### src/hdl/mgt_regs.svh
`ifndef MGT_REGS_SVH
`define MGT_REGS_SVH

// Bus addresses in 8-bit form (7-bit address shifted left, write bit clear)
`define MGT_BUS_ADDR_OPEN 8'h48
`define MGT_BUS_ADDR_GND 8'h10

// Active-address map
`define MGT_ADDR_FIELD 8'h00
`define MGT_ADDR_LOWER_TRIP 8'h20
`define MGT_ADDR_UPPER_TRIP 8'h21
`define MGT_ADDR_TRIP_DIFF 8'h22
`define MGT_ADDR_INVERT 8'h23
`define MGT_ADDR_LATCH_CLR 8'h30

// Parameter reset values
`define MGT_RST_LOWER_TRIP 8'h64
`define MGT_RST_UPPER_TRIP 8'hFF
`define MGT_RST_TRIP_DIFF 8'h0A
`define MGT_RST_INVERT 1'h0

// Code that selects latching in both differential and upper threshold
`define MGT_LATCH_CODE 8'hFF

// Bit counts and strap capture delay
`define MGT_BITS_PER_BYTE 4'h8
`define MGT_STRAP_WAIT 2'h3

`endif

### src/hdl/mgt_pkg.sv
package mgt_pkg;

   // Bus-side protocol states
   typedef enum logic [2:0] {
      MGT_IDLE,
      MGT_ADDR,
      MGT_ACK_ADDR,
      MGT_WRITE,
      MGT_ACK_WRITE,
      MGT_READ,
      MGT_ACK_READ
   } mgt_bus_st_t;

   // One filtered field sample from the front end
   typedef struct packed {
      logic valid;
      logic [7:0] value;
   } mgt_sample_t;

   // Open-drain data pin as two signals
   typedef struct packed {
      logic out;
      logic oe;
   } mgt_od_drive_t;

   // Whole state of the readout block
   typedef struct packed {
      mgt_bus_st_t st;
      logic [3:0] bitcnt;
      logic [7:0] shreg;
      logic rw;
      logic pair_second;
      logic [7:0] act_addr;
      logic [7:0] field;
      logic [7:0] lower_threshold;
      logic [7:0] upper_threshold;
      logic [7:0] threshold_differential;
      logic invert;
      logic on;
      logic dout;
      mgt_od_drive_t sda_drv;
      logic [1:0] scl_s;
      logic [1:0] sda_s;
      logic scl_d;
      logic sda_d;
      logic [1:0] strap_cnt;
      logic alt_addr;
      logic [1:0] sel_s;
   } mgt_state_t;

endpackage : mgt_pkg

### src/hdl/mgt_top.sv
`include "mgt_regs.svh"

// Functional notes
// - Device is bus target only, never controller
// - Address 48h open pin, 10h grounded
// - Invert flag set drives output inverted
// - Differential and upper 255 select latching
// - Latched output cleared by bus command only
// - On at threshold (only above it when latching), off below threshold minus differential
// - Compare field magnitude, either polarity
// - One-byte read returns active address value
// - Write bytes pair as address then data
// - Codes scaled 100 per 10, 10 per 1
// - Thresholds kept, output logic runs autonomously
// - Active address resets to zero, persists
// - Output starts unlatched in low-field state
module mgt_top (
   // Clock and reset
   input wire logic clk,
   input wire logic reset,
   // Two-wire bus pins
   input wire logic scl_in,
   input wire logic sda_in,
   output logic sda_out,
   output logic sda_oe,
   // Address strap, low selects the alternate address
   input wire logic address_select_pin,
   // Filtered field samples, same clock domain
   input mgt_pkg::mgt_sample_t sample,
   // Threshold digital output
   output logic dout
);

   // Registered state and its next value
   mgt_pkg::mgt_state_t s_r;
   mgt_pkg::mgt_state_t s_nxt;

   // Read mux for the active address
   function automatic logic [7:0] read_byte(input mgt_pkg::mgt_state_t st, input logic [7:0] a);
      logic [7:0] v;
      v = 8'h00;
      unique case (a)
         `MGT_ADDR_FIELD: v = st.field;
         `MGT_ADDR_LOWER_TRIP: v = st.lower_threshold;
         `MGT_ADDR_UPPER_TRIP: v = st.upper_threshold;
         `MGT_ADDR_TRIP_DIFF: v = st.threshold_differential;
         `MGT_ADDR_INVERT: v = {7'h00, st.invert};
         default: v = 8'h00; // Unmapped addresses read zero
      endcase
      return v;
   endfunction : read_byte

   // Edge, start and stop detection from the synchronised pins
   logic scl;
   logic sda;
   logic scl_rise;
   logic scl_fall;
   logic start_c;
   logic stop_c;
   assign scl = s_r.scl_s[1];
   assign sda = s_r.sda_s[1];
   assign scl_rise = scl & ~s_r.scl_d;
   assign scl_fall = ~scl & s_r.scl_d;
   assign start_c = scl & s_r.scl_d & s_r.sda_d & ~sda;
   assign stop_c = scl & s_r.scl_d & ~s_r.sda_d & sda;

   // Field magnitude and turn-off level
   logic [7:0] mag;
   logic [7:0] off_level;
   logic latch_mode;
   logic [7:0] rd_val;
   assign mag = sample.value[7] ? 8'(-sample.value) : sample.value;
   // Saturate so a large differential cannot wrap the turn-off level
   assign off_level = (s_r.threshold_differential >= s_r.lower_threshold) ? 8'h00
                      : 8'(s_r.lower_threshold - s_r.threshold_differential);
   assign latch_mode = (s_r.threshold_differential == `MGT_LATCH_CODE)
                       && (s_r.upper_threshold == `MGT_LATCH_CODE);
   assign rd_val = read_byte(s_r, s_r.act_addr);

   // Next-state logic
   always_comb begin
      s_nxt = s_r;
      // Second stage only reads the first
      s_nxt.scl_s = {s_r.scl_s[0], scl_in};
      s_nxt.sda_s = {s_r.sda_s[0], sda_in};
      s_nxt.sel_s = {s_r.sel_s[0], address_select_pin};
      s_nxt.scl_d = scl;
      s_nxt.sda_d = sda;

      // Strap is read once, after the synchroniser has settled
      if (s_r.strap_cnt != `MGT_STRAP_WAIT) begin
         s_nxt.strap_cnt = s_r.strap_cnt + 2'h1;
         if (s_nxt.strap_cnt == `MGT_STRAP_WAIT) begin
            s_nxt.alt_addr = ~s_r.sel_s[1];
         end
      end

      // Target-only protocol engine; SCL is never driven
      if (start_c) begin
         s_nxt.st = mgt_pkg::MGT_ADDR;
         s_nxt.bitcnt = 4'h0;
         s_nxt.pair_second = 1'b0;
         s_nxt.sda_drv.oe = 1'b0;
      end else if (stop_c) begin
         s_nxt.st = mgt_pkg::MGT_IDLE;
         s_nxt.sda_drv.oe = 1'b0;
      end else begin
         unique case (s_r.st)
            mgt_pkg::MGT_IDLE: begin
               s_nxt.sda_drv.oe = 1'b0;
            end
            mgt_pkg::MGT_ADDR, mgt_pkg::MGT_WRITE: begin
               if (scl_rise && s_r.bitcnt != `MGT_BITS_PER_BYTE) begin
                  s_nxt.shreg = {s_r.shreg[6:0], sda};
                  s_nxt.bitcnt = s_r.bitcnt + 4'h1;
               end else if (scl_fall && s_r.bitcnt == `MGT_BITS_PER_BYTE) begin
                  if (s_r.st == mgt_pkg::MGT_ADDR) begin
                     // Match in 8-bit form; a miss leaves the bus alone
                     if ({s_r.shreg[7:1], 1'b0} ==
                         (s_r.alt_addr ? `MGT_BUS_ADDR_GND : `MGT_BUS_ADDR_OPEN)) begin
                        s_nxt.rw = s_r.shreg[0];
                        s_nxt.sda_drv.oe = 1'b1;
                        s_nxt.st = mgt_pkg::MGT_ACK_ADDR;
                     end else begin
                        s_nxt.st = mgt_pkg::MGT_IDLE;
                     end
                  end else begin
                     // First byte of a pair moves the pointer, second writes
                     if (!s_r.pair_second) begin
                        s_nxt.act_addr = s_r.shreg;
                     end else begin
                        unique case (s_r.act_addr)
                           `MGT_ADDR_LOWER_TRIP: s_nxt.lower_threshold = s_r.shreg;
                           `MGT_ADDR_UPPER_TRIP: s_nxt.upper_threshold = s_r.shreg;
                           `MGT_ADDR_TRIP_DIFF: s_nxt.threshold_differential = s_r.shreg;
                           `MGT_ADDR_INVERT: s_nxt.invert = s_r.shreg[0];
                           `MGT_ADDR_LATCH_CLR: s_nxt.on = 1'b0;
                           default: s_nxt.on = s_nxt.on; // Other writes ignored
                        endcase
                     end
                     s_nxt.pair_second = ~s_r.pair_second;
                     s_nxt.sda_drv.oe = 1'b1;
                     s_nxt.st = mgt_pkg::MGT_ACK_WRITE;
                  end
               end
            end
            mgt_pkg::MGT_ACK_ADDR: begin
               if (scl_fall) begin
                  s_nxt.bitcnt = 4'h0;
                  if (s_r.rw) begin
                     // Always valid data, so no polling needed
                     s_nxt.shreg = rd_val;
                     s_nxt.sda_drv.oe = ~rd_val[7];
                     s_nxt.st = mgt_pkg::MGT_READ;
                  end else begin
                     s_nxt.sda_drv.oe = 1'b0;
                     s_nxt.st = mgt_pkg::MGT_WRITE;
                  end
               end
            end
            mgt_pkg::MGT_ACK_WRITE: begin
               if (scl_fall) begin
                  s_nxt.sda_drv.oe = 1'b0;
                  s_nxt.bitcnt = 4'h0;
                  s_nxt.st = mgt_pkg::MGT_WRITE;
               end
            end
            mgt_pkg::MGT_READ: begin
               if (scl_rise) begin
                  s_nxt.bitcnt = s_r.bitcnt + 4'h1;
               end else if (scl_fall) begin
                  if (s_r.bitcnt == `MGT_BITS_PER_BYTE) begin
                     s_nxt.sda_drv.oe = 1'b0;
                     s_nxt.st = mgt_pkg::MGT_ACK_READ;
                  end else begin
                     s_nxt.shreg = {s_r.shreg[6:0], 1'b0};
                     s_nxt.sda_drv.oe = ~s_r.shreg[6];
                  end
               end
            end
            mgt_pkg::MGT_ACK_READ: begin
               // Controller ack repeats the same address; nack ends the read
               if (scl_rise) begin
                  s_nxt.rw = ~sda;
               end else if (scl_fall) begin
                  s_nxt.bitcnt = 4'h0;
                  if (s_r.rw) begin
                     s_nxt.shreg = rd_val;
                     s_nxt.sda_drv.oe = ~rd_val[7];
                     s_nxt.st = mgt_pkg::MGT_READ;
                  end else begin
                     s_nxt.st = mgt_pkg::MGT_IDLE;
                  end
               end
            end
         endcase
      end

      // Comparator, one decision per sample
      // Placed after the bus engine so a latching sample beats a clear in the same cycle
      if (sample.valid) begin
         s_nxt.field = mag;
         if (latch_mode) begin
            if (mag > s_r.lower_threshold) begin
               s_nxt.on = 1'b1;
            end
         end else if (mag >= s_r.lower_threshold) begin
            s_nxt.on = 1'b1;
         end else if (mag < off_level) begin
            s_nxt.on = 1'b0;
         end
      end

      // Output pin follows the decision and the polarity flag
      s_nxt.dout = s_nxt.on ^ s_nxt.invert;
   end

   // State register
   always_ff @(posedge clk or posedge reset) begin
      if (reset) begin
         s_r <= '0;
         s_r.st <= mgt_pkg::MGT_IDLE;
         s_r.act_addr <= `MGT_ADDR_FIELD;
         s_r.lower_threshold <= `MGT_RST_LOWER_TRIP;
         s_r.upper_threshold <= `MGT_RST_UPPER_TRIP;
         s_r.threshold_differential <= `MGT_RST_TRIP_DIFF;
         s_r.invert <= `MGT_RST_INVERT;
         s_r.on <= 1'b0;
         s_r.scl_s <= 2'h3;
         s_r.sda_s <= 2'h3;
         s_r.scl_d <= 1'b1;
         s_r.sda_d <= 1'b1;
         s_r.sel_s <= 2'h3;
      end else begin
         s_r <= s_nxt;
      end
   end

   // Outputs straight from flops; data pin only ever pulls low
   assign sda_out = s_r.sda_drv.out;
   assign sda_oe = s_r.sda_drv.oe;
   assign dout = s_r.dout;

endmodule : mgt_top

### config.mk
export PLATFORM = sky130hd
export DESIGN_NAME = mgt_top
export DESIGN_NICKNAME = d
export VERILOG_FILES = /design/src/hdl/mgt_pkg.sv /design/src/hdl/mgt_top.sv
export VERILOG_INCLUDE_DIRS = /design/src /design/src/hdl
export SDC_FILE = /design/constraint.sdc
export NUM_CORES = 1
export LEC_CHECK = 0
export BUFFER_PORTS_ARGS = -buffer_cell sky130_fd_sc_hd__buf_2
export CAP_MARGIN = 20
export CORE_MARGIN = 5
export CORE_UTILIZATION = 25
export CTS_BUF_LIST = sky130_fd_sc_hd__clkbuf_16
export CTS_CLUSTER_DIAMETER = 80
export DETAILED_ROUTE_END_ITERATION = 10
export GPL_ROUTABILITY_DRIVEN = 0
export SYNTH_ARGS = -nofsm -noshare
export SYNTH_HDL_FRONTEND = slang
export SYNTH_SLANG_ARGS = --single-unit
### constraint.sdc
create_clock -name clk -period 10.4 [get_ports clk]
set_input_delay 2.08 -clock clk [delete_from_list [all_inputs] [get_ports clk]]
set_output_delay 2.08 -clock clk [all_outputs]
set_load 0.05 [all_outputs]
# Word level (Yosys, flattened, before mapping)
# Index checks and enable logic that the tools add are counted.
# W data, S select, Z words.
dict set report word_totals {
  regBits 72
  inputBits 14
  out_inout_bits 3
  word_cells 190
}
dict set report classes {
  addsub 4
  n_lt_le_gt_ge 4
  n_eq_ne 50
  muxes 68
  bitwise 20
  n_reduce_logical 23
}
# cell count
set op_table {}
lappend op_table {{$mux W8} 7}
lappend op_table {{$mux W15} 3}
lappend op_table {{$ne A4 B4 Y1 const B} 11}
lappend op_table {{$eq A8 B6 Y1 const B} 5}
lappend op_table {{$pmux W8 S5} 1}
lappend op_table {{$reduce_and A8 Y1} 5}
lappend op_table {{$pmux W7 S5} 1}
lappend op_table {{$ne A2 B2 Y1 const B} 16}
lappend op_table {{$pmux W8 S4} 1}
lappend op_table {{$reduce_and A10 Y1} 3}
lappend op_table {{$mux W3} 9}
lappend op_table {{$mux W1} 26}
lappend op_table {{$mux W22} 1}
lappend op_table {{$mux W7} 3}
lappend op_table {{$mux W10} 2}
lappend op_table {{$mux W9} 2}
lappend op_table {{$ne A3 B3 Y1 const B} 6}
lappend op_table {{$eq A8 B8 Y1 const B} 2}
lappend op_table {{$ge A8 B8 Y1} 2}
lappend op_table {{$mux W2} 8}
lappend op_table {{$mux W12} 1}
lappend op_table {{$not A1 Y1} 12}
lappend op_table {{$eq A3 B3 Y1 const B} 3}
lappend op_table {{$eq A8 B7 Y1} 1}
lappend op_table {{other kinds (27)} 38}

# Longest topological paths before layout
dict set report depth {
  word_depth 14
  ltp_mapped 17
}

# Worst setup path after synthesis
# OpenSTA, ideal clock, no wires.
dict set report synth_path {
  path_type {input-to-reg}
  start {input port sample[1] in the netlist's numbering}
  end {register s_r (netlist bit dout)}
  t_arrival_ns 4.168
  setup_slack_ns 6.111
  cell_stages 10
  path_buffers 0
  path_cell_list {or3_1 -> o31ai_1 -> xnor2_1 -> ha_1 -> a211oi_1 -> nor2_1 -> nor4b_1 -> a31oi_1 -> a31o_2 -> xor2_1}
}
# item line_no
set synth_rtl {}
lappend synth_rtl {{from (decl)} mgt_top.sv:29} ;# input mgt_pkg::mgt_sample_t sample,
lappend synth_rtl {{to (signal assigned)} mgt_top.sv:235} ;# s_r <= s_nxt;
lappend synth_rtl {{to (decl)} mgt_top.sv:35} ;# mgt_pkg::mgt_state_t s_r;

==> metrics <==
Critical Path Start=sample[1]; largest net degree at the start of global routing=73; final hold vios=0; Synth Flop Type=dfrtp_1; setup TNS=0 ns; Hold-fix buffers, CTS=0; startpoint types=input pin; number of synthesized flops with an enable pin=0; CTS sink cnt=72; CTS tree=yes; routed wire length=approximately 11 mm; register area share after synthesis=0.4106; arrival time at the worst endpoint=~4.6 ns; Yosys reg bits=around 70; Syn. warnings=0; Die Height=around 140 um; final worst path period need=between 4 and 5 ns; clk_skew=around 0.0090 ns; P_leak=~0.002 uW; fmax=228.2 MHz; Final ANT Viol Nets=0; die area=between 0.02 and 0.025 mm2; # port buffers=15; Post-synth ARST share=1.000; # fillers=approximately 1.7k; via count=between 3k and 4k; worst-path fanout max=3; VDD IR max=0.1231 mV; H-Tree Depth=3; drt drc=0; share of post-route cells with drive strength above 1=0.2272; drt pass-1 iters=4; Least-Margin Pin Slew=0.9095 ns; # setup viols final=0; worst r2r src=s_r[17]$_DFFE_PP1P_; Slew HR=0.3936; grt ovf=0; Bufs on Longest Clock Path=2; n_diodes=0; Tot GR Track Use=0.1111; cts bufs inserted=9; Max-Cap Viols=0; Register Area=between 0.0015 and 0.002 mm2; vias in the first global route=between 3k and 4k; Hold Crit Start=s_nxt[10]$_DFF_PP1_; status=completed; Nets=roughly 510; Starting Density=0.2565; syn_area_per_cell=9.720 um2; non-filler cells in the finished layout=around 700; Post-Place Cells=680; Total Power=1046 uW; first-pass GRT wire length=between 15 and 20 mm; Clk Latency, worst-skew pair=0.34 ns; area of the multi-input gates=around 0.0024 mm2; floorplan row count=48; worst min path class=flop to flop; Root Buffer Master=clkbuf_16; Layout area overhead=14.59%; unrepaired setup endpoints after global routing=no; period utilization=0.4213; mapped cell area=around 0.0045 mm2; # IOs=17; initial antenna violation count=0; PwrDens=approximately 200 mW/mm2; fin util=0.2939; CTS clk-pin slew, worst paths=about 0.06 ns; post-DR vias/cell=about 5; post-synth cell types=62; post-DR wirelength/cell=~15 um; Resized Gates After CTS=0; chip width=143.4 um; Max Slew Vio Count=0; core area=between 0.015 and 0.02 mm2; Setup CP Type=input pin to flop; Syn Inst Count=458; DP Wirelength=between 7 and 8 mm; critical path capture point type=flop; WP data required=10.63 ns; DR iter-0 viols=between 200 and 250; Mapped Nets=around 500; Post-CTS Setup Inserts=0
==> worst paths after layout <==
path / end / slack (ns) / cells past startpoint
setup / recovery: dout$_DFF_PP0_ / 6.02 / 11
hold / removal: s_nxt[6]$_DFF_PP1_ / 0.36 / 0
setup reg to reg: dout$_DFF_PP0_ / 6.65 / 15
hold reg to reg: s_nxt[6]$_DFF_PP1_ / 0.36 / 0
max in group asynchronous: s_r[41]$_DFFE_PP0P_ / 7.80 / 3
min in group asynchronous: s_r[69]$_DFFE_PP0P_ / 2.01 / 3
==> metal layers <==
metal	wire length, um	track usage	vias to the layer above	part of all wire
li1	-	-	1666	-
met1	4933	0.1484	1652	0.46
met2	5098	0.1743	92	0.48
met3	522	0.03128	12	0.049
met4	144	0.03617	0	0.013
met5	0	0	-	0
==> cells by family (layout without fill, tap and decap cells) <==
logic type / Yosys count / count (layout) / share of synthesized area
AOI/OAI and AO/OA: 115 / 115 / 0.1596
xor gates and xnor gates: 10 / 10 / 0.01968
adders and majority gates: 29 / 29 / 0.08319
buffers and inverters: 51 / 64 / 0.04665
DFF: 72 / 72 / 0.4106
muxes: 45 / 45 / 0.1166
other: 1 / 1 / 0.0008424
and+or+nand+nor: 135 / 135 / 0.1627
==> registers in the layout, indices dropped and copies added, names as in the netlist <==
signal,cells
s_r,65
s_nxt,5
dout,1
sda_oe,1
==> critical path, stage by stage <==
cell	delay, ns
buf_2	0.10
or3_1	0.41
o31ai_1	0.28
xnor2_1	0.24
ha_1	0.30
a211oi_1	0.20
nor2_1	0.07
nor4b_1	0.36
a31oi_1	0.14
a31o_2	0.25
xor2_1	0.16
==> Yosys cell counts (2+ instances only) <==
| library cell | instances | share of area |
|---|---|---|
| nor4b_1 | 2 | 0.0039 |
| nand3_1 | 8 | 0.0090 |
| o31ai_1 | 4 | 0.0067 |
| nor2b_1 | 9 | 0.013 |
| nor3_1 | 6 | 0.0067 |
| clkbuf_1 | 16 | 0.013 |
| mux2_2 | 41 | 0.10 |
| o21ai_0 | 38 | 0.043 |
| o22a_1 | 8 | 0.016 |
| a22o_1 | 4 | 0.0079 |
| buf_4 | 2 | 0.0034 |
| xnor2_1 | 7 | 0.014 |
| xor2_1 | 3 | 0.0059 |
| a22oi_1 | 8 | 0.013 |
| nor4_1 | 2 | 0.0028 |
| a31oi_1 | 2 | 0.0028 |
| a211oi_1 | 2 | 0.0034 |
| inv_1 | 31 | 0.026 |
| nand2b_1 | 11 | 0.015 |
| ha_1 | 28 | 0.079 |
| nand4_1 | 10 | 0.014 |
| dfstp_2 | 21 | 0.12 |
| dfrtp_1 | 51 | 0.29 |
| nor4bb_1 | 2 | 0.0045 |
| or3_1 | 7 | 0.0098 |
| nand2_1 | 31 | 0.026 |
| or2_2 | 3 | 0.0042 |
| or4_1 | 2 | 0.0034 |
| mux2i_1 | 2 | 0.0045 |
| o22ai_1 | 2 | 0.0028 |
| o32a_1 | 2 | 0.0045 |
| nand3b_1 | 3 | 0.0051 |
| nor2_1 | 29 | 0.024 |
| a21oi_1 | 33 | 0.037 |
==> cell type report <==
class	count	share of cell area
timing repair buffer	17	0.01766
multi-input combinational	335	0.4736
inverter	31	0.02281
clock inverter	7	0.02821
sequential	72	0.3584
clock buffer	9	0.04415
tap	225	0.05519
==> power by group <==
part	internal, uW	leakage (uW)	total [uW]	switching [uW]
registers	319	0.000861	395	76.0
logic	114	0.00102	265	152
clock network	259	0.000172	386	127
total	691	0.00205	1050	354
==> metrics by stage <==
step / hold WS, ns / worst slack [ns] / area (um2)
2_1_floorplan: 0.3452 / 6.111 / 4452
3_3_place_gp: 0.3467 / 5.825 / 4732
3_5_place_dp: 0.3481 / 5.729 / 4732
4_1_cts: 0.3576 / 6.075 / 5101
5_1_grt: 0.3645 / 5.907 / 5101
6_report: 0.3568 / 6.018 / 5101
==> cell usage in the layout (no fill, tap or decap), types with 6 or more instances in the layout <==
cell type	n
a22oi_1	8
nand2b_1	11
o21ai_0	38
or3_1	7
clkbuf_16	9
mux2_2	41
nand3_1	8
a21oi_1	33
xnor2_1	7
nor2b_1	9
inv_1	30
ha_1	28
nand2_1	31
dfstp_2	21
nor2_1	29
o22a_1	8
buf_2	15
nor3_1	6
dfrtp_1	51
nand4_1	10
No activity file was read; power rests on OpenSTA's default activity.
